$ cat config.mk
export PLATFORM = sky130hd
export DESIGN_NAME = trwg_top
export DESIGN_NICKNAME = d
export VERILOG_FILES = /design/src/design/trwg_pkg.sv /design/src/design/trwg_noise_ring.sv /design/src/design/trwg_top.sv
export SDC_FILE = /design/constraint.sdc
export NUM_CORES = 1
export LEC_CHECK = 0
export ABC_AREA = 1
export BUFFER_PORTS_ARGS = -buffer_cell sky130_fd_sc_hd__buf_2
export CORE_MARGIN = 5
export CORE_UTILIZATION = 45
export CTS_CLUSTER_SIZE = 12
export DETAILED_ROUTE_END_ITERATION = 8
export GPL_ROUTABILITY_DRIVEN = 0
export GPL_TIMING_DRIVEN = 1
export PLACE_DENSITY = 0.77
export SLEW_MARGIN = 20
export SYNTH_ARGS = -nofsm -noshare
export SYNTH_HDL_FRONTEND = slang
export SYNTH_SLANG_ARGS = --single-unit
$ cat constraint.sdc
create_clock -name aclk -period 2.7 [get_ports aclk]
set_input_delay 0.135 -clock aclk [delete_from_list [all_inputs] [get_ports aclk]]
set_output_delay 0.135 -clock aclk [all_outputs]
set_load 0.005 [all_outputs]
$ cat src/design/trwg_pkg.sv
// Constants, register map and field layout of the random word generator.
// Assumes a single 50 MHz clock and an AXI4-Lite register bus.
//
// What this block does
// - Random words come from the internal noise source, with no seed register or seed input.
// - While enabled, new words are produced continuously and each completed one is stored.
// - Control bit 0 enables the generator; clearing it stops generation.
// - A simple scrambler breaks up long runs of equal bits before the word is stored.
// - Control bit 1 selects the raw ring output instead of the scrambled stream.
// - The value register holds the 32-bit word, is read-only and resets to zero.
// - Bit 3 of the flag register reports word done; all other bits are reserved.
// - Writing one to bit 3 of the clear register clears the done flag; zero does nothing.
// - Bit 3 of the mask register masks the done interrupt; the mask resets to 0x2.
package trwg_pkg;

  // ------------------------------------------------------------
  // Register byte addresses
  // ------------------------------------------------------------
  localparam logic [11:0] TRWG_ADDR_FLAGS = 12'h0444;
  localparam logic [11:0] TRWG_ADDR_CLEAR = 12'h0448;
  localparam logic [11:0] TRWG_ADDR_MASK = 12'h044c;
  localparam logic [11:0] TRWG_ADDR_CONTROL = 12'h049c;
  localparam logic [11:0] TRWG_ADDR_WORD = 12'h04a0;

  // ------------------------------------------------------------
  // Field positions and reset values
  // ------------------------------------------------------------
  localparam int TRWG_BIT_DONE = 3;
  localparam int TRWG_BIT_ENABLE = 0;
  localparam int TRWG_BIT_RAW_SEL = 1;
  localparam logic [31:0] TRWG_MASK_RESET = 32'h0000_0002;
  localparam logic [31:0] TRWG_ZERO_RESET = 32'h0000_0000;
  localparam logic [1:0] TRWG_RESP_OKAY = 2'h0;
  localparam logic [1:0] TRWG_RESP_SLVERR = 2'h2;

  // ------------------------------------------------------------
  // Noise source shape
  // ------------------------------------------------------------
  localparam int TRWG_RING_STAGES = 3;
  localparam int TRWG_RING_COUNT = 4;
  localparam logic [5:0] TRWG_WORD_BITS = 6'h20;
  localparam logic [5:0] TRWG_BITS_RESET = 6'h00;

endpackage

$ cat src/design/trwg_noise_ring.sv
// One noise ring: a free-running inverter chain whose feedback is xored with bit 0 of a
// 16-bit LFSR. Assumes it is synthesised behaviourally; silicon substitutes an analog ring.
module trwg_noise_ring #(
  parameter logic [15:0] SEED_SALT = 16'h0001
) (
  input wire logic aclk,
  input wire logic aresetn,
  input wire logic run,
  output logic noise_bit
);
  import trwg_pkg::*;

  typedef struct packed {
    logic [15:0] lfsr;
    logic [TRWG_RING_STAGES-1:0] chain;
  } trwg_ring_state_t;

  trwg_ring_state_t s_q;
  trwg_ring_state_t s_d;

  // ------------------------------------------------------------
  // Free-running ring model, stalled while the generator is off
  // ------------------------------------------------------------
  always_comb begin
    s_d = s_q;
    if (run) begin
      s_d.lfsr = {s_q.lfsr[14:0], s_q.lfsr[15] ^ s_q.lfsr[13] ^ s_q.lfsr[12] ^ s_q.lfsr[10]};
      s_d.chain = {s_q.chain[TRWG_RING_STAGES-2:0], ~s_q.chain[TRWG_RING_STAGES-1] ^ s_q.lfsr[0]};
    end
  end

  always_ff @(posedge aclk) begin
    if (!aresetn) begin
      s_q.lfsr <= SEED_SALT;
      s_q.chain <= '0;
    end else begin
      s_q <= s_d;
    end
  end

  assign noise_bit = s_q.chain[TRWG_RING_STAGES-1];
endmodule

$ cat src/design/trwg_top.sv
// Random word generator with AXI4-Lite register access and one level interrupt.
// Assumes a single clock aclk with synchronous active-low reset aresetn.
//
// Design decision made here: register access over AXI4-Lite.
module trwg_top (
  input wire logic aclk,
  input wire logic aresetn,
  input wire logic [11:0] s_axi_awaddr,
  input wire logic s_axi_awvalid,
  output logic s_axi_awready,
  input wire logic [31:0] s_axi_wdata,
  input wire logic [3:0] s_axi_wstrb,
  input wire logic s_axi_wvalid,
  output logic s_axi_wready,
  output logic [1:0] s_axi_bresp,
  output logic s_axi_bvalid,
  input wire logic s_axi_bready,
  input wire logic [11:0] s_axi_araddr,
  input wire logic s_axi_arvalid,
  output logic s_axi_arready,
  output logic [31:0] s_axi_rdata,
  output logic [1:0] s_axi_rresp,
  output logic s_axi_rvalid,
  input wire logic s_axi_rready,
  output logic irq
);
  import trwg_pkg::*;

  typedef struct packed {
    logic aw_held;
    logic [11:0] aw_addr;
    logic w_held;
    logic [31:0] w_data;
    logic [3:0] w_strb;
    logic bvalid;
    logic [1:0] bresp;
    logic rvalid;
    logic [31:0] rdata;
    logic [1:0] rresp;
    logic generator_enable;
    logic raw_output_select;
    logic word_ready_mask;
    logic word_ready_flag;
    logic [31:0] random_word;
    logic [31:0] shift_word;
    logic [5:0] bit_count;
    logic [6:0] scramble;
  } trwg_state_t;

  trwg_state_t s_q;
  trwg_state_t s_d;

  logic [TRWG_RING_COUNT-1:0] ring_bits;
  logic raw_bit;
  logic scr_bit;
  logic next_bit;
  logic do_write;
  logic clear_pulse;
  logic word_done;
  logic [31:0] mask_word;
  logic [31:0] flag_word;

  // ------------------------------------------------------------
  // Noise source: several rings folded by xor
  // ------------------------------------------------------------
  for (genvar i = 0; i < TRWG_RING_COUNT; i++) begin : g_ring
    trwg_noise_ring #(
      .SEED_SALT(16'(16'h1d35 * (i + 1)))
    ) u_ring (
      .aclk(aclk),
      .aresetn(aresetn),
      .run(s_q.generator_enable),
      .noise_bit(ring_bits[i])
    );
  end

  assign raw_bit = ^ring_bits;
  // Multiplicative scrambler x^7 + x^6 + 1 stirs the stream against long runs
  assign scr_bit = raw_bit ^ s_q.scramble[6] ^ s_q.scramble[5];
  assign next_bit = s_q.raw_output_select ? raw_bit : scr_bit;
  assign word_done = s_q.generator_enable && (s_q.bit_count == TRWG_WORD_BITS - 6'h01);

  assign do_write = s_q.aw_held && s_q.w_held && !s_q.bvalid;
  assign clear_pulse = do_write && (s_q.aw_addr == TRWG_ADDR_CLEAR) && s_q.w_strb[0]
    && s_q.w_data[TRWG_BIT_DONE];

  always_comb begin
    mask_word = TRWG_ZERO_RESET;
    flag_word = TRWG_ZERO_RESET;
    // Mask reset value keeps bit 1 set; only bit 3 acts
    mask_word[TRWG_BIT_RAW_SEL] = 1'b1;
    mask_word[TRWG_BIT_DONE] = s_q.word_ready_mask;
    flag_word[TRWG_BIT_DONE] = s_q.word_ready_flag;
  end

  // ------------------------------------------------------------
  // Next state
  // ------------------------------------------------------------
  always_comb begin
    s_d = s_q;

    // Bus address and data channels, taken in either order
    if (s_axi_awvalid && s_axi_awready) begin
      s_d.aw_held = 1'b1;
      s_d.aw_addr = s_axi_awaddr;
    end
    if (s_axi_wvalid && s_axi_wready) begin
      s_d.w_held = 1'b1;
      s_d.w_data = s_axi_wdata;
      s_d.w_strb = s_axi_wstrb;
    end

    // Generator: one bit per cycle while enabled
    if (s_q.generator_enable) begin
      s_d.scramble = {s_q.scramble[5:0], scr_bit};
      s_d.shift_word = {s_q.shift_word[30:0], next_bit};
      s_d.bit_count = word_done ? TRWG_BITS_RESET : s_q.bit_count + 6'h01;
      if (word_done) begin
        s_d.random_word = {s_q.shift_word[30:0], next_bit};
      end
    end else begin
      s_d.bit_count = TRWG_BITS_RESET;
    end

    // Done flag: a set in the same cycle as a clear wins
    if (clear_pulse) begin
      s_d.word_ready_flag = 1'b0;
    end
    if (word_done) begin
      s_d.word_ready_flag = 1'b1;
    end

    // Write commit
    if (do_write) begin
      s_d.aw_held = 1'b0;
      s_d.w_held = 1'b0;
      s_d.bvalid = 1'b1;
      s_d.bresp = TRWG_RESP_OKAY;
      if (s_q.aw_addr == TRWG_ADDR_CONTROL) begin
        if (s_q.w_strb[0]) begin
          s_d.generator_enable = s_q.w_data[TRWG_BIT_ENABLE];
          s_d.raw_output_select = s_q.w_data[TRWG_BIT_RAW_SEL];
        end
      end else if (s_q.aw_addr == TRWG_ADDR_MASK) begin
        if (s_q.w_strb[0]) begin
          s_d.word_ready_mask = s_q.w_data[TRWG_BIT_DONE];
        end
      end else if (s_q.aw_addr == TRWG_ADDR_CLEAR || s_q.aw_addr == TRWG_ADDR_FLAGS
          || s_q.aw_addr == TRWG_ADDR_WORD) begin
        // Clear acts through clear_pulse; flags and value ignore writes
        s_d.bresp = TRWG_RESP_OKAY;
      end else begin
        s_d.bresp = TRWG_RESP_SLVERR;
      end
    end
    if (s_q.bvalid && s_axi_bready) begin
      s_d.bvalid = 1'b0;
    end

    // Read: answer one cycle after the address is taken
    if (s_axi_arvalid && s_axi_arready) begin
      s_d.rvalid = 1'b1;
      s_d.rresp = TRWG_RESP_OKAY;
      if (s_axi_araddr == TRWG_ADDR_FLAGS) begin
        s_d.rdata = flag_word;
      end else if (s_axi_araddr == TRWG_ADDR_CLEAR) begin
        s_d.rdata = TRWG_ZERO_RESET;
      end else if (s_axi_araddr == TRWG_ADDR_MASK) begin
        s_d.rdata = mask_word;
      end else if (s_axi_araddr == TRWG_ADDR_CONTROL) begin
        s_d.rdata = {30'h0000_0000, s_q.raw_output_select, s_q.generator_enable};
      end else if (s_axi_araddr == TRWG_ADDR_WORD) begin
        s_d.rdata = s_q.random_word;
      end else begin
        s_d.rdata = TRWG_ZERO_RESET;
        s_d.rresp = TRWG_RESP_SLVERR;
      end
    end else if (s_q.rvalid && s_axi_rready) begin
      s_d.rvalid = 1'b0;
    end
  end

  // ------------------------------------------------------------
  // State register
  // ------------------------------------------------------------
  always_ff @(posedge aclk) begin
    if (!aresetn) begin
      s_q <= '0;
      s_q.word_ready_mask <= TRWG_MASK_RESET[TRWG_BIT_DONE];
      s_q.random_word <= TRWG_ZERO_RESET;
      s_q.scramble <= 7'h7f;
    end else begin
      s_q <= s_d;
    end
  end

  // ------------------------------------------------------------
  // Outputs
  // ------------------------------------------------------------
  // Address and data channels stay closed until the pending response is taken
  assign s_axi_awready = !s_q.aw_held && !s_q.bvalid;
  assign s_axi_wready = !s_q.w_held && !s_q.bvalid;
  assign s_axi_bvalid = s_q.bvalid;
  assign s_axi_bresp = s_q.bresp;
  assign s_axi_arready = !s_q.rvalid;
  assign s_axi_rvalid = s_q.rvalid;
  assign s_axi_rdata = s_q.rdata;
  assign s_axi_rresp = s_q.rresp;
  assign irq = s_q.word_ready_flag && !s_q.word_ready_mask;
endmodule

Word-level counts from Yosys, hierarchy flattened
Cells that the tools add are included.
{"block": "word_totals", "regBits": 213, "input_bits": 67, "out_inout_bits": 42}
{"block": "op_classes", "add_sub_neg": 1, "n_eq_ne": 11, "muxes": 18, "bitwise": 25, "n_reduce_logical": 30}
{"op": "two-way mux 32 bit", "count": 5}
{"op": "== test 12 x 11 -> 1 bit (second input constant)", "count": 10}
{"op": "bitwise XOR 1 bit", "count": 18}
{"op": "two-way mux 2 bit", "count": 8}
{"op": "logical AND 1 bit", "count": 14}
{"op": "inverter 1 bit", "count": 7}
{"op": "adder 6 x 1 -> 6 bit (second input constant)", "count": 1}
{"op": "== test 6 x 5 -> 1 bit (second input constant)", "count": 1}
{"op": "zero test 1 bit", "count": 5}
{"op": "two-way mux 1 bit", "count": 5}
{"op": "AND reduction 4 bit", "count": 1}
{"op": "nonzero test 2 bit", "count": 2}
{"op": "OR reduction 2 bit", "count": 2}
{"op": "parity 4 bit", "count": 1}
{"op": "AND reduction 3 bit", "count": 1}
{"op": "OR reduction 3 bit", "count": 1}
{"op": "logical OR 1 bit", "count": 2}
{"op": "AND reduction 2 bit", "count": 1}

Depth between registers and ports, before layout
Gate-level depths: netlist of run 1.
{"block": "logic_depth", "word_depth": 7, "mapped_depth": 9, "ltp_nobuf": 9}

Cells and area by module
From an unflattened synthesis of run 1, not the netlist that was laid out.
{"block": "hier_totals", "hier_cells": 1131, "hier_area_um2": 8416.8}
{"mod": "trwg_top", "n_inst": 1, "cells_per_inst": 748, "area_per_inst_um2": 5494.0, "seq_area_each_um2": 2682.6}
{"mod": "trwg_noise_ring (g_ring[0].u_ring ...)", "n_inst": 2, "cells_per_inst": 95, "area_per_inst_um2": 723.2, "seq_area_each_um2": 380.4}
{"mod": "trwg_noise_ring (g_ring[1].u_ring)", "n_inst": 1, "cells_per_inst": 97, "area_per_inst_um2": 748.2, "seq_area_each_um2": 380.4}
{"mod": "trwg_noise_ring (g_ring[3].u_ring)", "n_inst": 1, "cells_per_inst": 96, "area_per_inst_um2": 728.2, "seq_area_each_um2": 380.4}

Worst setup path before layout of run 1
Ideal clock, no wire load.
{"block": "synth_path", "path_type": "reg2reg", "start": "reg s_q[7] (netlist name)", "end": "reg s_q[68] (netlist name)", "t_arrival_ns": 1.344, "slack_ns": 1.241, "path_stages_with_launch": 10, "path_buffers": 1, "cell_sequence": "dfxtp_1 > ha_1 > nand2_2 > nor2_2 > nand2_1 > nor3_4 > inv_2 > buf_2 > nor2_1 > nor2_1"}
{"block": "synth_between", "elab_chain_len": 3}
{"item": "start, declared", "line": "trwg_top.sv:50", "rtl": "trwg_state_t s_q;"}
{"item": "== test 6 x 5 -> 1 bit", "line": "trwg_top.sv:81", "rtl": "assign word_done = s_q.generator_enable && (s_q.bit_count == TRWG_WORD_BITS - 6'h01);"}
{"item": "logical AND 1 bit", "line": "trwg_top.sv:81"}
{"item": "AND reduction 2 bit (no line)"}
No other way between the ends.
A chain may end at the register's enable or synchronous reset.

Worst setup path after layout of run 1
{"block": "layout_path", "start": "reg s_q[7] (netlist name)", "end": "reg s_q[9] (netlist name)"}
{"block": "layout_between", "elab_chain_len": 3, "elab_cells_between_ends": 4, "classes_between": "1 x add/sub; 1 x eq/ne; 2 x reduce/logical"}
{"item": "branches (longest 3 deep; another with adder 6 x 1 -> 6 bit)"}
Parallel ways; which one is timed is not known.

==> impl_metrics.prom, run 1 <==
# TYPE chip_impl_metric gauge
chip_impl_metric{name="nets",unit=""} 1183
chip_impl_metric{name="hold_violations",unit=""} 0
chip_impl_metric{name="period_needed",unit="ns"} 1.90
chip_impl_metric{name="place_area",unit="um2"} 8370
chip_impl_metric{name="period_share",unit=""} 0.703
chip_impl_metric{name="p_leak",unit="nW"} 4.20
chip_impl_metric{name="grt_max_degree",unit=""} 115
chip_impl_metric{name="clock-skew-final",unit="ns"} 0.00862
chip_impl_info{name="route.top_layer_used",value="met4"} 1
chip_impl_info{name="status",value="finished clean"} 1
chip_impl_metric{name="dp.final_hpwl",unit="um"} 9480
chip_impl_metric{name="grt_first_pass_wirelength",unit="um"} 27600
chip_impl_metric{name="start_util",unit=""} 0.457
chip_impl_metric{name="cp_required",unit="ns"} 3.11
chip_impl_metric{name="cp_slowest_stage_delay",unit="ns"} 0.43
chip_impl_metric{name="syn-mean-instance-area",unit="um2"} 7.51
chip_impl_metric{name="worst_hold_path.num_cells",unit=""} 3
chip_impl_metric{name="final.fill_count",unit=""} 1680
chip_impl_info{name="netlist.top_cell.by_area",value="dfxtp_1"} 1
chip_impl_info{name="min-delay-path-class",value="input pin to register"} 1
chip_impl_metric{name="multi_input_area",unit="um2"} 3220
chip_impl_metric{name="clock_tree.buffer_depth",unit=""} 3
chip_impl_metric{name="synthesis.area",unit="um2"} 8180
chip_impl_metric{name="areaGrowthSynthToFinish",unit="%"} 12.4
chip_impl_metric{name="critical_path.max_fanout",unit=""} 32
chip_impl_metric{name="met1_length",unit="um"} 7380
chip_impl_metric{name="drive_gt1_frac",unit=""} 0.105
chip_impl_info{name="tritoncts_clock_tree",value="done"} 1
chip_impl_metric{name="grt_overflow_total",unit=""} 0
chip_impl_metric{name="totalWireLength",unit="um"} 16200
chip_impl_info{name="cp_slowest_cell",value="inv_2"} 1
chip_impl_metric{name="die_width",unit="um"} 145
chip_impl_metric{name="drt-vias-per-instance",unit=""} 5.00
chip_impl_info{name="startpoint_type",value="register"} 1
chip_impl_metric{name="fp.dieArea",unit="um2"} 21000
chip_impl_metric{name="preCtsSetupSlack",unit="ns"} 0.779
chip_impl_metric{name="p_per_area",unit="nW/um2"} 663
chip_impl_metric{name="drtIter0Drc",unit=""} 509
chip_impl_metric{name="post_synth_inst_count",unit=""} 1088
chip_impl_metric{name="first_pass_iters",unit=""} 4
chip_impl_metric{name="area.sequential",unit="um2"} 4210
chip_impl_metric{name="grt_util_all_layers",unit=""} 0.153
chip_impl_metric{name="antenna_found_initial",unit=""} 0
chip_impl_metric{name="yosysWarningCount",unit=""} 0
chip_impl_metric{name="finalSetupViolations",unit=""} 0
chip_impl_metric{name="fp.dieH",unit="um"} 145
chip_impl_metric{name="synth_seq_cells",unit=""} 210
chip_impl_info{name="cts-root-buf",value="clkbuf_16"} 1
chip_impl_info{name="final_common_cell",value="nor2_1"} 1
chip_impl_metric{name="cts_inserted_buffers",unit=""} 22
chip_impl_info{name="synth_area_leaders",value="dfxtp_1 (51%), nor2_1 (11%), nand2_1 (7.9%)"} 1
chip_impl_metric{name="routedWlPerCell",unit="um"} 12.0
chip_impl_metric{name="number_of_unique_standard_cell_types_used_by_synthesis",unit=""} 32
chip_impl_metric{name="io_buffers",unit=""} 74
chip_impl_metric{name="setup_ws",unit="ns"} 0.802
chip_impl_metric{name="timing.fmax",unit="GHz"} 0.527
chip_impl_info{name="grt_setup_unrepaired",value="no"} 1
chip_impl_metric{name="report.power.total",unit="mW"} 6.09
chip_impl_metric{name="htreeDepth",unit=""} 1
chip_impl_metric{name="cts.sinks",unit=""} 210
chip_impl_metric{name="stdcell_area",unit="um2"} 9190
chip_impl_metric{name="synthDominantCellAreaShare",unit=""} 0.514
chip_impl_info{name="most-common-layout-cells",value="nor2_1 (232), dfxtp_1 (209), nand2_1 (171)"} 1
chip_impl_metric{name="report.final.slew_viol_count",unit=""} 0
chip_impl_metric{name="arrival",unit="ns"} 2.31
chip_impl_metric{name="cts_setup_buffers",unit=""} 0
chip_impl_metric{name="placementRows",unit=""} 49
chip_impl_metric{name="grt_pass1_vias",unit=""} 6194
chip_impl_metric{name="dr_wl_met3",unit="um"} 823
chip_impl_metric{name="setup-tns-final",unit="ns"} 0
chip_impl_metric{name="pin_count",unit=""} 109
chip_impl_info{name="critPathCaptureType",value="register"} 1
chip_impl_metric{name="peakVddDrop",unit="V"} 0.000550
chip_impl_metric{name="synth-seq-area-share",unit=""} 0.514
chip_impl_metric{name="maxCapViolations",unit=""} 0
chip_impl_metric{name="routed-via-count",unit=""} 6747
chip_impl_info{name="critPathKind",value="register to register"} 1
chip_impl_metric{name="postLayoutCoreUtil",unit=""} 0.513
chip_impl_metric{name="routed-wl-met2",unit="um"} 7750
chip_impl_metric{name="worst_slew_margin_rel",unit=""} 0.402
chip_impl_metric{name="worst-slew-pin-transition",unit="ns"} 0.895
chip_impl_metric{name="num_antenna_cells",unit=""} 0
chip_impl_metric{name="clk_transition_reported_paths",unit="ns"} 0.06
chip_impl_metric{name="core",unit="um2"} 17900
chip_impl_metric{name="antenna_left",unit=""} 0
chip_impl_metric{name="clkLatencyLatePin",unit="ns"} 0.49
chip_impl_info{name="crit_path_cell_trace",value="ha_1, nand2_2, nor2_2, nand2_1, nor3_4, inv_2, nand3_1, nor3b_1"} 1
chip_impl_metric{name="drc_errors",unit=""} 0
chip_impl_metric{name="r2r_cells",unit=""} 8
[path summary, 6_finish.rpt]
| check | start | endpoint | slack (ns) |
|---|---|---|---|
| setup / recovery | s_q[7] | s_q[9] | 0.80 |
| hold / removal | s_axi_wvalid | s_q[126] | 0.03 |
| hold reg to reg | s_q[156] | s_q[156] | 0.45 |
| setup reg to reg | s_q[7] | s_q[9] | 0.80 |
[sequential cells by signal, indices dropped and copies added, names as in the netlist]
name and cells:
s_axi_bresp 1, s_axi_bvalid 1, g_ring.u_ring.noise_bit 4, mask_word 1, s_q 96, s_axi_rdata 32, g_ring.u_ring.s_q 72, s_axi_rresp 1
flag_word 1, s_axi_rvalid 1
[synth_stat cells]
cell / instances
a21oi_1: 61
and3_1: 1
buf_1: 6
buf_2: 10
buf_4: 38
buf_6: 1
clkbuf_1: 43
clkbuf_2: 2
conb_1: 1
dfxtp_1: 210
ha_1: 1
inv_1: 54
inv_2: 3
nand2_1: 171
nand2_2: 1
nand3_1: 91
nand3b_1: 1
nand4_1: 4
nor2_1: 232
nor2_2: 2
nor3_1: 7
nor3_4: 1
nor3b_1: 1
o211ai_1: 2
o21a_1: 1
o21ai_0: 121
o21ai_1: 1
o22ai_1: 1
o31ai_1: 1
or2_2: 1
xnor2_1: 15
xor2_1: 3
[metrics by stage]
stage / cells / hold slack (ns)
5_1_grt: 1350 / 0.0732
4_1_cts: 1350 / 0.0269
2_1_floorplan: 1089 / 0.249
3_5_place_dp: 1301 / 0.358
6_report: 1350 / 0.0338
3_3_place_gp: 1301 / 0.347
[critical path, delay by kind of cell (launching register included)]
kind | cells | cell delay (ns)
and+or+nand+nor | 6 | 0.83
DFF | 1 | 0.33
buffers and inverters | 1 | 0.43
adders and majority gates | 1 | 0.22
[cell type report]
class,count,area share
Sequential cell,210,0.458
Timing Repair Buffer,102,0.0690
Tap cell,229,0.0312
Clock buffer,29,0.0673
Multi-Input combinational cell,722,0.350
Clock inverter,1,0.00123
Inverter,57,0.0233
[per-layer routing]
metal,vias to the layer above,track usage
met4,0,0.0417
met1,3112,0.191
li1,3494,-
met3,30,0.0286
met2,111,0.272
met5,-,0
[power by group]
group          internal (mW)  switching [mW]
Sequential              3.13          0.0184
Clock                   1.58            1.12
Combinational         0.0834           0.152
Total                   4.80            1.30
[logic make-up after synthesis]
logic type / count (synthesis) / synth area share
compound gates: 188 / 0.116
other cells: 1 / 0.000459
flops: 210 / 0.514
buf+inv: 157 / 0.0923
xor+xnor: 18 / 0.0193
simple gates: 513 / 0.256
fa+ha+maj: 1 / 0.00153
[what timing repair did]
| item | in CTS | in global routing |
|---|---|---|
| setup endpoints to repair | 0 | 0 |
| endpoints found under the hold margin | 23 | 0 |
| gates resized for setup | 0 | 0 |
| hold buffers | 19 | 0 |
Power figures use the tool's default switching activity.
==> inputs of run 2 (changes only) <==
--- a/config.mk
+++ b/config.mk
@@ -13,7 +13,7 @@
 export DETAILED_ROUTE_END_ITERATION = 8
 export GPL_ROUTABILITY_DRIVEN = 0
 export GPL_TIMING_DRIVEN = 1
-export PLACE_DENSITY = 0.77
+export PLACE_DENSITY = 0.79
 export SLEW_MARGIN = 20
 export SYNTH_ARGS = -nofsm -noshare
 export SYNTH_HDL_FRONTEND = slang
==> constraint.sdc (replaced) <==
create_clock -name aclk -period 1.6 [get_ports aclk]
set_input_delay 0.08 -clock aclk [delete_from_list [all_inputs] [get_ports aclk]]
set_output_delay 0.08 -clock aclk [all_outputs]
set_load 0.005 [all_outputs]
==> impl_metrics.prom, run 2 (synthesis gave the netlist of run 1 again) <==
# TYPE chip_impl_metric gauge
chip_impl_info{name="startpoint_type",value="register"} 1
chip_impl_metric{name="grt_pass1_vias",unit=""} 6291
chip_impl_info{name="failed_checks",value="negative setup slack"} 1
chip_impl_metric{name="area.sequential",unit="um2"} 4210
chip_impl_metric{name="finalSetupViolations",unit=""} 3
chip_impl_info{name="critPathCaptureType",value="register"} 1
chip_impl_metric{name="setup_ws",unit="ns"} -0.0289
chip_impl_metric{name="core",unit="um2"} 17900
chip_impl_metric{name="grt_first_pass_wirelength",unit="um"} 28200
chip_impl_metric{name="period_needed",unit="ns"} 1.63
chip_impl_metric{name="clock_tree.buffer_depth",unit=""} 3
chip_impl_metric{name="fp.dieH",unit="um"} 145
chip_impl_info{name="cp_slowest_cell",value="dfxtp_2"} 1
chip_impl_metric{name="cts_inserted_buffers",unit=""} 22
chip_impl_metric{name="period_share",unit=""} 1.02
chip_impl_metric{name="internal_power",unit="mW"} 8.22
chip_impl_info{name="most-common-layout-cells",value="nor2_1 (223), dfxtp_1 (207), nand2_1 (169)"} 1
chip_impl_info{name="crit_path_cell_trace",value="ha_4, nand2_4, nor2_4, nand2_2, nor3_4, buf_6, buf_4, o21ai_0, nor2_1"} 1
chip_impl_metric{name="comb_power_share",unit=""} 0.040
chip_impl_info{name="tritoncts_clock_tree",value="done"} 1
chip_impl_metric{name="critical_path.max_fanout",unit=""} 10
chip_impl_metric{name="die_width",unit="um"} 145
chip_impl_info{name="worst_path_dominant_cell_family",value="simple AND/OR/NAND/NOR gates"} 1
chip_impl_metric{name="areaGrowthSynthToFinish",unit="%"} 16.4
chip_impl_metric{name="grt_overflow_total",unit=""} 0
chip_impl_metric{name="cp_slowest_stage_delay",unit="ns"} 0.37
chip_impl_metric{name="drive_gt1_frac",unit=""} 0.132
chip_impl_metric{name="setup-tns-final",unit="ns"} -0.0372
chip_impl_metric{name="peakVddDrop",unit="V"} 0.00123
chip_impl_metric{name="worst-slew-pin-transition",unit="ns"} 0.544
chip_impl_metric{name="start_util",unit=""} 0.457
chip_impl_metric{name="worstPathBufferInverterCount",unit=""} 2
chip_impl_metric{name="clk_transition_reported_paths",unit="ns"} 0.06
chip_impl_metric{name="number_of_flip_flops_in_the_largest_register",unit=""} 96
chip_impl_metric{name="routed-via-count",unit=""} 6888
chip_impl_info{name="critPathKind",value="register to register"} 1
chip_impl_metric{name="num_antenna_cells",unit=""} 0
chip_impl_info{name="regMostFlops",value="s_q"} 1
chip_impl_metric{name="cp_required",unit="ns"} 2.03
chip_impl_metric{name="worst_slew_margin_rel",unit=""} 0.637
chip_impl_metric{name="maxCapViolations",unit=""} 0
chip_impl_metric{name="fp.dieArea",unit="um2"} 21000
chip_impl_metric{name="report.final.slew_viol_count",unit=""} 0
chip_impl_info{name="min-delay-path-class",value="input pin to register"} 1
chip_impl_metric{name="p_switching",unit="mW"} 2.18
chip_impl_metric{name="clock-skew-final",unit="ns"} 0.00754
chip_impl_metric{name="drc_errors",unit=""} 0
chip_impl_metric{name="io_buffers",unit=""} 74
chip_impl_info{name="grt_setup_unrepaired",value="yes"} 1
chip_impl_metric{name="dp.final_hpwl",unit="um"} 10100
chip_impl_metric{name="totalWireLength",unit="um"} 17100
chip_impl_metric{name="grt_max_degree",unit=""} 115
chip_impl_metric{name="pin_count",unit=""} 109
chip_impl_metric{name="final.fill_count",unit=""} 1610
chip_impl_metric{name="first_pass_iters",unit=""} 5
chip_impl_metric{name="p_leak",unit="nW"} 4.36
chip_impl_metric{name="routedWlPerCell",unit="um"} 12.5
chip_impl_metric{name="arrival",unit="ns"} 2.05
chip_impl_metric{name="hold_violations",unit=""} 0
chip_impl_metric{name="seq_power_share",unit=""} 0.511
chip_impl_metric{name="placementRows",unit=""} 49
chip_impl_metric{name="timing.fmax",unit="GHz"} 0.614
chip_impl_metric{name="drt-vias-per-instance",unit=""} 5.04
chip_impl_metric{name="postLayoutCoreUtil",unit=""} 0.532
chip_impl_metric{name="share_clk_of_total_power",unit=""} 0.449
chip_impl_metric{name="antenna_left",unit=""} 0
chip_impl_info{name="final_common_cell",value="nor2_1"} 1
chip_impl_metric{name="multi_input_area",unit="um2"} 3270
chip_impl_metric{name="nets",unit=""} 1201
chip_impl_metric{name="p_per_area",unit="nW/um2"} 1090
chip_impl_metric{name="antenna_found_initial",unit=""} 0
chip_impl_info{name="status",value="complete, but fails checks"} 1
chip_impl_metric{name="cts.sinks",unit=""} 210
chip_impl_metric{name="switching_share_of_power",unit=""} 0.210
chip_impl_metric{name="htreeDepth",unit=""} 1
chip_impl_info{name="cts-root-buf",value="clkbuf_16"} 1
chip_impl_metric{name="grt_util_all_layers",unit=""} 0.157
chip_impl_metric{name="drtIter0Drc",unit=""} 538
chip_impl_metric{name="clkLatencyLatePin",unit="ns"} 0.49
chip_impl_metric{name="preCtsSetupSlack",unit="ns"} -0.00298
[run 2: per-layer routing]
metal	up-vias	GRT usage	wire, um
met4	0	0.0476	320
met5	-	0	0
li1	3537	-	-
met1	3187	0.194	7670
met2	129	0.280	8450
met3	35	0.0253	690
[run 2: worst paths after layout]
kind | to | start | depth (start not counted) | slack [ns]
setup reg to reg | s_q[68] | s_q[7] | 9 | -0.03
setup / recovery | s_q[68] | s_q[7] | 9 | -0.03
hold / removal | mask_word[3] | aresetn | 3 | 0.02
hold reg to reg | s_q[156] | s_q[156] | 2 | 0.45
[run 2: power groups by stage]
stage | clock network [mW] | logic (mW) | registers [mW]
5_1_grt | 4.98 | 0.465 | 5.32
3_5_place_dp | 0 | 0.363 | 5.43
4_1_cts | 4.77 | 0.405 | 5.31
6_report | 4.67 | 0.414 | 5.32
3_3_place_gp | 0 | 0.357 | 5.43
2_1_floorplan | 0 | 0.247 | 5.42
[run 2: repair_timing]
| item | 4_1_cts | 5_1_grt |
|---|---|---|
| gates resized for setup | 1 | 30 |
| hold buffers | 20 | 0 |
| buffers inserted | 0 | 2 |
| endpoints found under the hold margin | 18 | 0 |
| endpoints found under the setup margin | 2 | 35 |
| cloned | 0 | 4 |
| pin swaps | 0 | 2 |
[run 2: final cells by class]
class | count | share of cell area
clock inverter | 3 | 0.00460
timing repair buffer | 120 | 0.0939
inverter | 57 | 0.0225
tap | 229 | 0.0301
multi-input combinational | 722 | 0.344
clock buffer | 27 | 0.0631
sequential | 210 | 0.442
[run 2: worst reg2reg max path, cell delays in order, from the launching register on]
cell	delay (ns)
dfxtp_2	0.37
ha_4	0.16
nand2_4	0.06
nor2_4	0.10
nand2_2	0.07
nor3_4	0.25
buf_6	0.17
buf_4	0.17
o21ai_0	0.10
nor2_1	0.13
[run 2: stage by stage]
step	instance area (um2)	std cells	hold WS [ns]	power, mW
6_report	9520	1368	0.0174	10.4
5_1_grt	9520	1368	0.0285	10.8
4_1_cts	9340	1362	0.00546	10.5
3_5_place_dp	8490	1312	0.295	5.79
3_3_place_gp	8490	1312	0.293	5.78
2_1_floorplan	8180	1089	0.194	5.67
==> inputs of run 3 (changes only) <==
--- a/config.mk
+++ b/config.mk
@@ -9,6 +9,7 @@
 export BUFFER_PORTS_ARGS = -buffer_cell sky130_fd_sc_hd__buf_2
 export CORE_MARGIN = 5
 export CORE_UTILIZATION = 45
+export CTS_BUF_LIST = sky130_fd_sc_hd__clkbuf_16
 export CTS_CLUSTER_SIZE = 12
 export DETAILED_ROUTE_END_ITERATION = 8
 export GPL_ROUTABILITY_DRIVEN = 0
==> impl_metrics.prom, run 3 (synthesis gave the netlist of run 1 again) <==
# TYPE chip_impl_metric gauge
chip_impl_metric{name="io_buffers",unit=""} 74
chip_impl_metric{name="seq_power_share",unit=""} 0.514
chip_impl_info{name="regMostFlops",value="s_q"} 1
chip_impl_metric{name="arrival",unit="ns"} 2.01
chip_impl_metric{name="fp.dieH",unit="um"} 145
chip_impl_metric{name="drc_errors",unit=""} 0
chip_impl_metric{name="peakVddDrop",unit="V"} 0.00122
chip_impl_metric{name="totalWireLength",unit="um"} 17400
chip_impl_metric{name="met2_track_utilization_from_global_routing",unit=""} 0.283
chip_impl_metric{name="routed-via-count",unit=""} 6934
chip_impl_metric{name="p_leak",unit="nW"} 4.37
chip_impl_metric{name="p_switching",unit="mW"} 2.18
chip_impl_metric{name="share_clk_of_total_power",unit=""} 0.445
chip_impl_metric{name="clock-skew-final",unit="ns"} 0.00843
chip_impl_metric{name="antenna_left",unit=""} 0
chip_impl_metric{name="internal_power",unit="mW"} 8.15
chip_impl_metric{name="placementRows",unit=""} 49
chip_impl_info{name="cts-root-buf",value="clkbuf_16"} 1
chip_impl_metric{name="grt.met1_usage",unit=""} 0.192
chip_impl_metric{name="setup-tns-final",unit="ns"} -0.239
chip_impl_metric{name="p_per_area",unit="nW/um2"} 1080
chip_impl_metric{name="final.fill_count",unit=""} 1590
chip_impl_metric{name="first_pass_iters",unit=""} 5
chip_impl_info{name="busiest_layer",value="met2"} 1
chip_impl_info{name="final_common_cell",value="nor2_1"} 1
chip_impl_metric{name="dp_cells",unit=""} 1312
chip_impl_metric{name="clk_transition_reported_paths",unit="ns"} 0.06
chip_impl_metric{name="drtIter0Drc",unit=""} 451
chip_impl_metric{name="core",unit="um2"} 17900
chip_impl_metric{name="grt_util_all_layers",unit=""} 0.157
chip_impl_metric{name="grt_pass1_vias",unit=""} 6316
chip_impl_metric{name="cp_required",unit="ns"} 1.98
chip_impl_metric{name="worst-slew-pin-transition",unit="ns"} 0.542
chip_impl_metric{name="met3_track_demand_over_resource_in_global_routing",unit=""} 0.0256
chip_impl_metric{name="clkLatencyLatePin",unit="ns"} 0.49
chip_impl_metric{name="worst_hold_slack",unit="ns"} 0.0146
chip_impl_metric{name="critical_path.max_fanout",unit=""} 8
chip_impl_info{name="grt_setup_unrepaired",value="yes"} 1
chip_impl_info{name="critPathCaptureType",value="register"} 1
chip_impl_metric{name="routedWlPerCell",unit="um"} 12.7
chip_impl_metric{name="grt_overflow_total",unit=""} 0
chip_impl_metric{name="number_of_flip_flops_in_the_largest_register",unit=""} 96
chip_impl_metric{name="drt-vias-per-instance",unit=""} 5.07
chip_impl_metric{name="die_width",unit="um"} 145
chip_impl_metric{name="setup_ws",unit="ns"} -0.0333
chip_impl_info{name="status",value="complete, but fails checks"} 1
chip_impl_metric{name="areaGrowthSynthToFinish",unit="%"} 17.2
chip_impl_metric{name="start_util",unit=""} 0.457
chip_impl_info{name="tritoncts_clock_tree",value="done"} 1
chip_impl_info{name="startpoint_type",value="register"} 1
chip_impl_metric{name="finalSetupViolations",unit=""} 20
chip_impl_info{name="critPathKind",value="register to register"} 1
chip_impl_metric{name="drive_gt1_frac",unit=""} 0.141
chip_impl_metric{name="report.final.slew_viol_count",unit=""} 0
chip_impl_metric{name="nets",unit=""} 1202
chip_impl_metric{name="timing.fmax",unit="GHz"} 0.612
chip_impl_metric{name="antenna_found_initial",unit=""} 0
chip_impl_metric{name="cts.sinks",unit=""} 210
chip_impl_info{name="failed_checks",value="negative setup slack"} 1
chip_impl_metric{name="period_share",unit=""} 1.02
chip_impl_metric{name="dp.final_hpwl",unit="um"} 10100
chip_impl_metric{name="pin_count",unit=""} 109
chip_impl_metric{name="worst_slew_margin_rel",unit=""} 0.638
chip_impl_metric{name="grt_max_degree",unit=""} 115
chip_impl_info{name="most-common-layout-cells",value="nor2_1 (223), dfxtp_1 (207), nand2_1 (169)"} 1
chip_impl_info{name="min-delay-path-class",value="input pin to register"} 1
chip_impl_metric{name="maxCapViolations",unit=""} 0
chip_impl_metric{name="layoutNonFillerInstCount",unit=""} 1369
chip_impl_metric{name="switching_share_of_power",unit=""} 0.211
chip_impl_metric{name="num_antenna_cells",unit=""} 0
chip_impl_metric{name="clock_tree.buffer_depth",unit=""} 3
chip_impl_metric{name="grt_first_pass_wirelength",unit="um"} 28200
chip_impl_metric{name="htreeDepth",unit=""} 1
chip_impl_metric{name="comb_power_share",unit=""} 0.041
chip_impl_metric{name="cts_inserted_buffers",unit=""} 22
chip_impl_metric{name="fp.dieArea",unit="um2"} 21000
chip_impl_metric{name="hold_violations",unit=""} 0
chip_impl_metric{name="period_needed",unit="ns"} 1.63
[run 3: final cells by class]
class / instances / area [um2] / share of cell area
clock inverters: 7 / 58.8 / 0.00614
repair buffers: 121 / 926 / 0.0966
well taps: 229 / 287 / 0.0299
multi-input cells: 722 / 3310 / 0.346
inverters: 57 / 214 / 0.0223
clock buffers: 23 / 576 / 0.0601
flip-flops and latches: 210 / 4210 / 0.439
[run 3: routing by layer]
metal	up-vias	wire length (um)
met3	26	700
met1	3249	7740
met4	0	276
met2	119	8660
li1	3540	-
met5	-	0
[run 3: stage by stage]
step	util	total power [mW]	instance area (um2)	setup slack (ns)
2_1_floorplan	-	5.67	8180	0.141
3_3_place_gp	0.474	5.78	8490	0.0732
3_5_place_dp	0.474	5.79	8490	-0.00298
4_1_cts	0.521	10.4	9330	0.00897
5_1_grt	0.535	10.7	9580	-0.127
6_report	0.535	10.3	9580	-0.0333
[run 3: worst max-delay path, stage by stage, from the launching register on]
cell and delay, ns:
dfxtp_2 0.37, ha_4 0.16, nand2_4 0.06, nor2_4 0.11, nand2_2 0.07, nor3_4 0.25
inv_2 0.15, clkbuf_16 0.20, nor2_1 0.10, nor2_1 0.06
[run 3: worst paths after layout]
path                 start      endpoint  slack [ns]  cells after the start
hold reg to reg   s_q[156]      s_q[156]        0.45                      2
setup reg to reg    s_q[7]       s_q[66]       -0.03                      9
setup / recovery    s_q[7]       s_q[66]       -0.03                      9
hold / removal     aresetn  mask_word[3]        0.01                      3
[run 3: what timing repair did]
action | in CTS | in global routing
pin swaps | 0 | 12
endpoints found under the hold margin | 18 | 0
endpoints found under the setup margin | 2 | 35
gates cloned | 0 | 5
buffers inserted | 0 | 2
gates resized for setup | 1 | 59
hold buffers | 20 | 0
[run 3: power by group through the flow]
stage	registers [mW]	clock network, mW	logic [mW]
floorplan	5.42	0	0.247
global placement	5.43	0	0.357
detailed placement	5.43	0	0.363
CTS	5.31	4.70	0.405
global route	5.32	4.91	0.470
finish	5.32	4.60	0.420
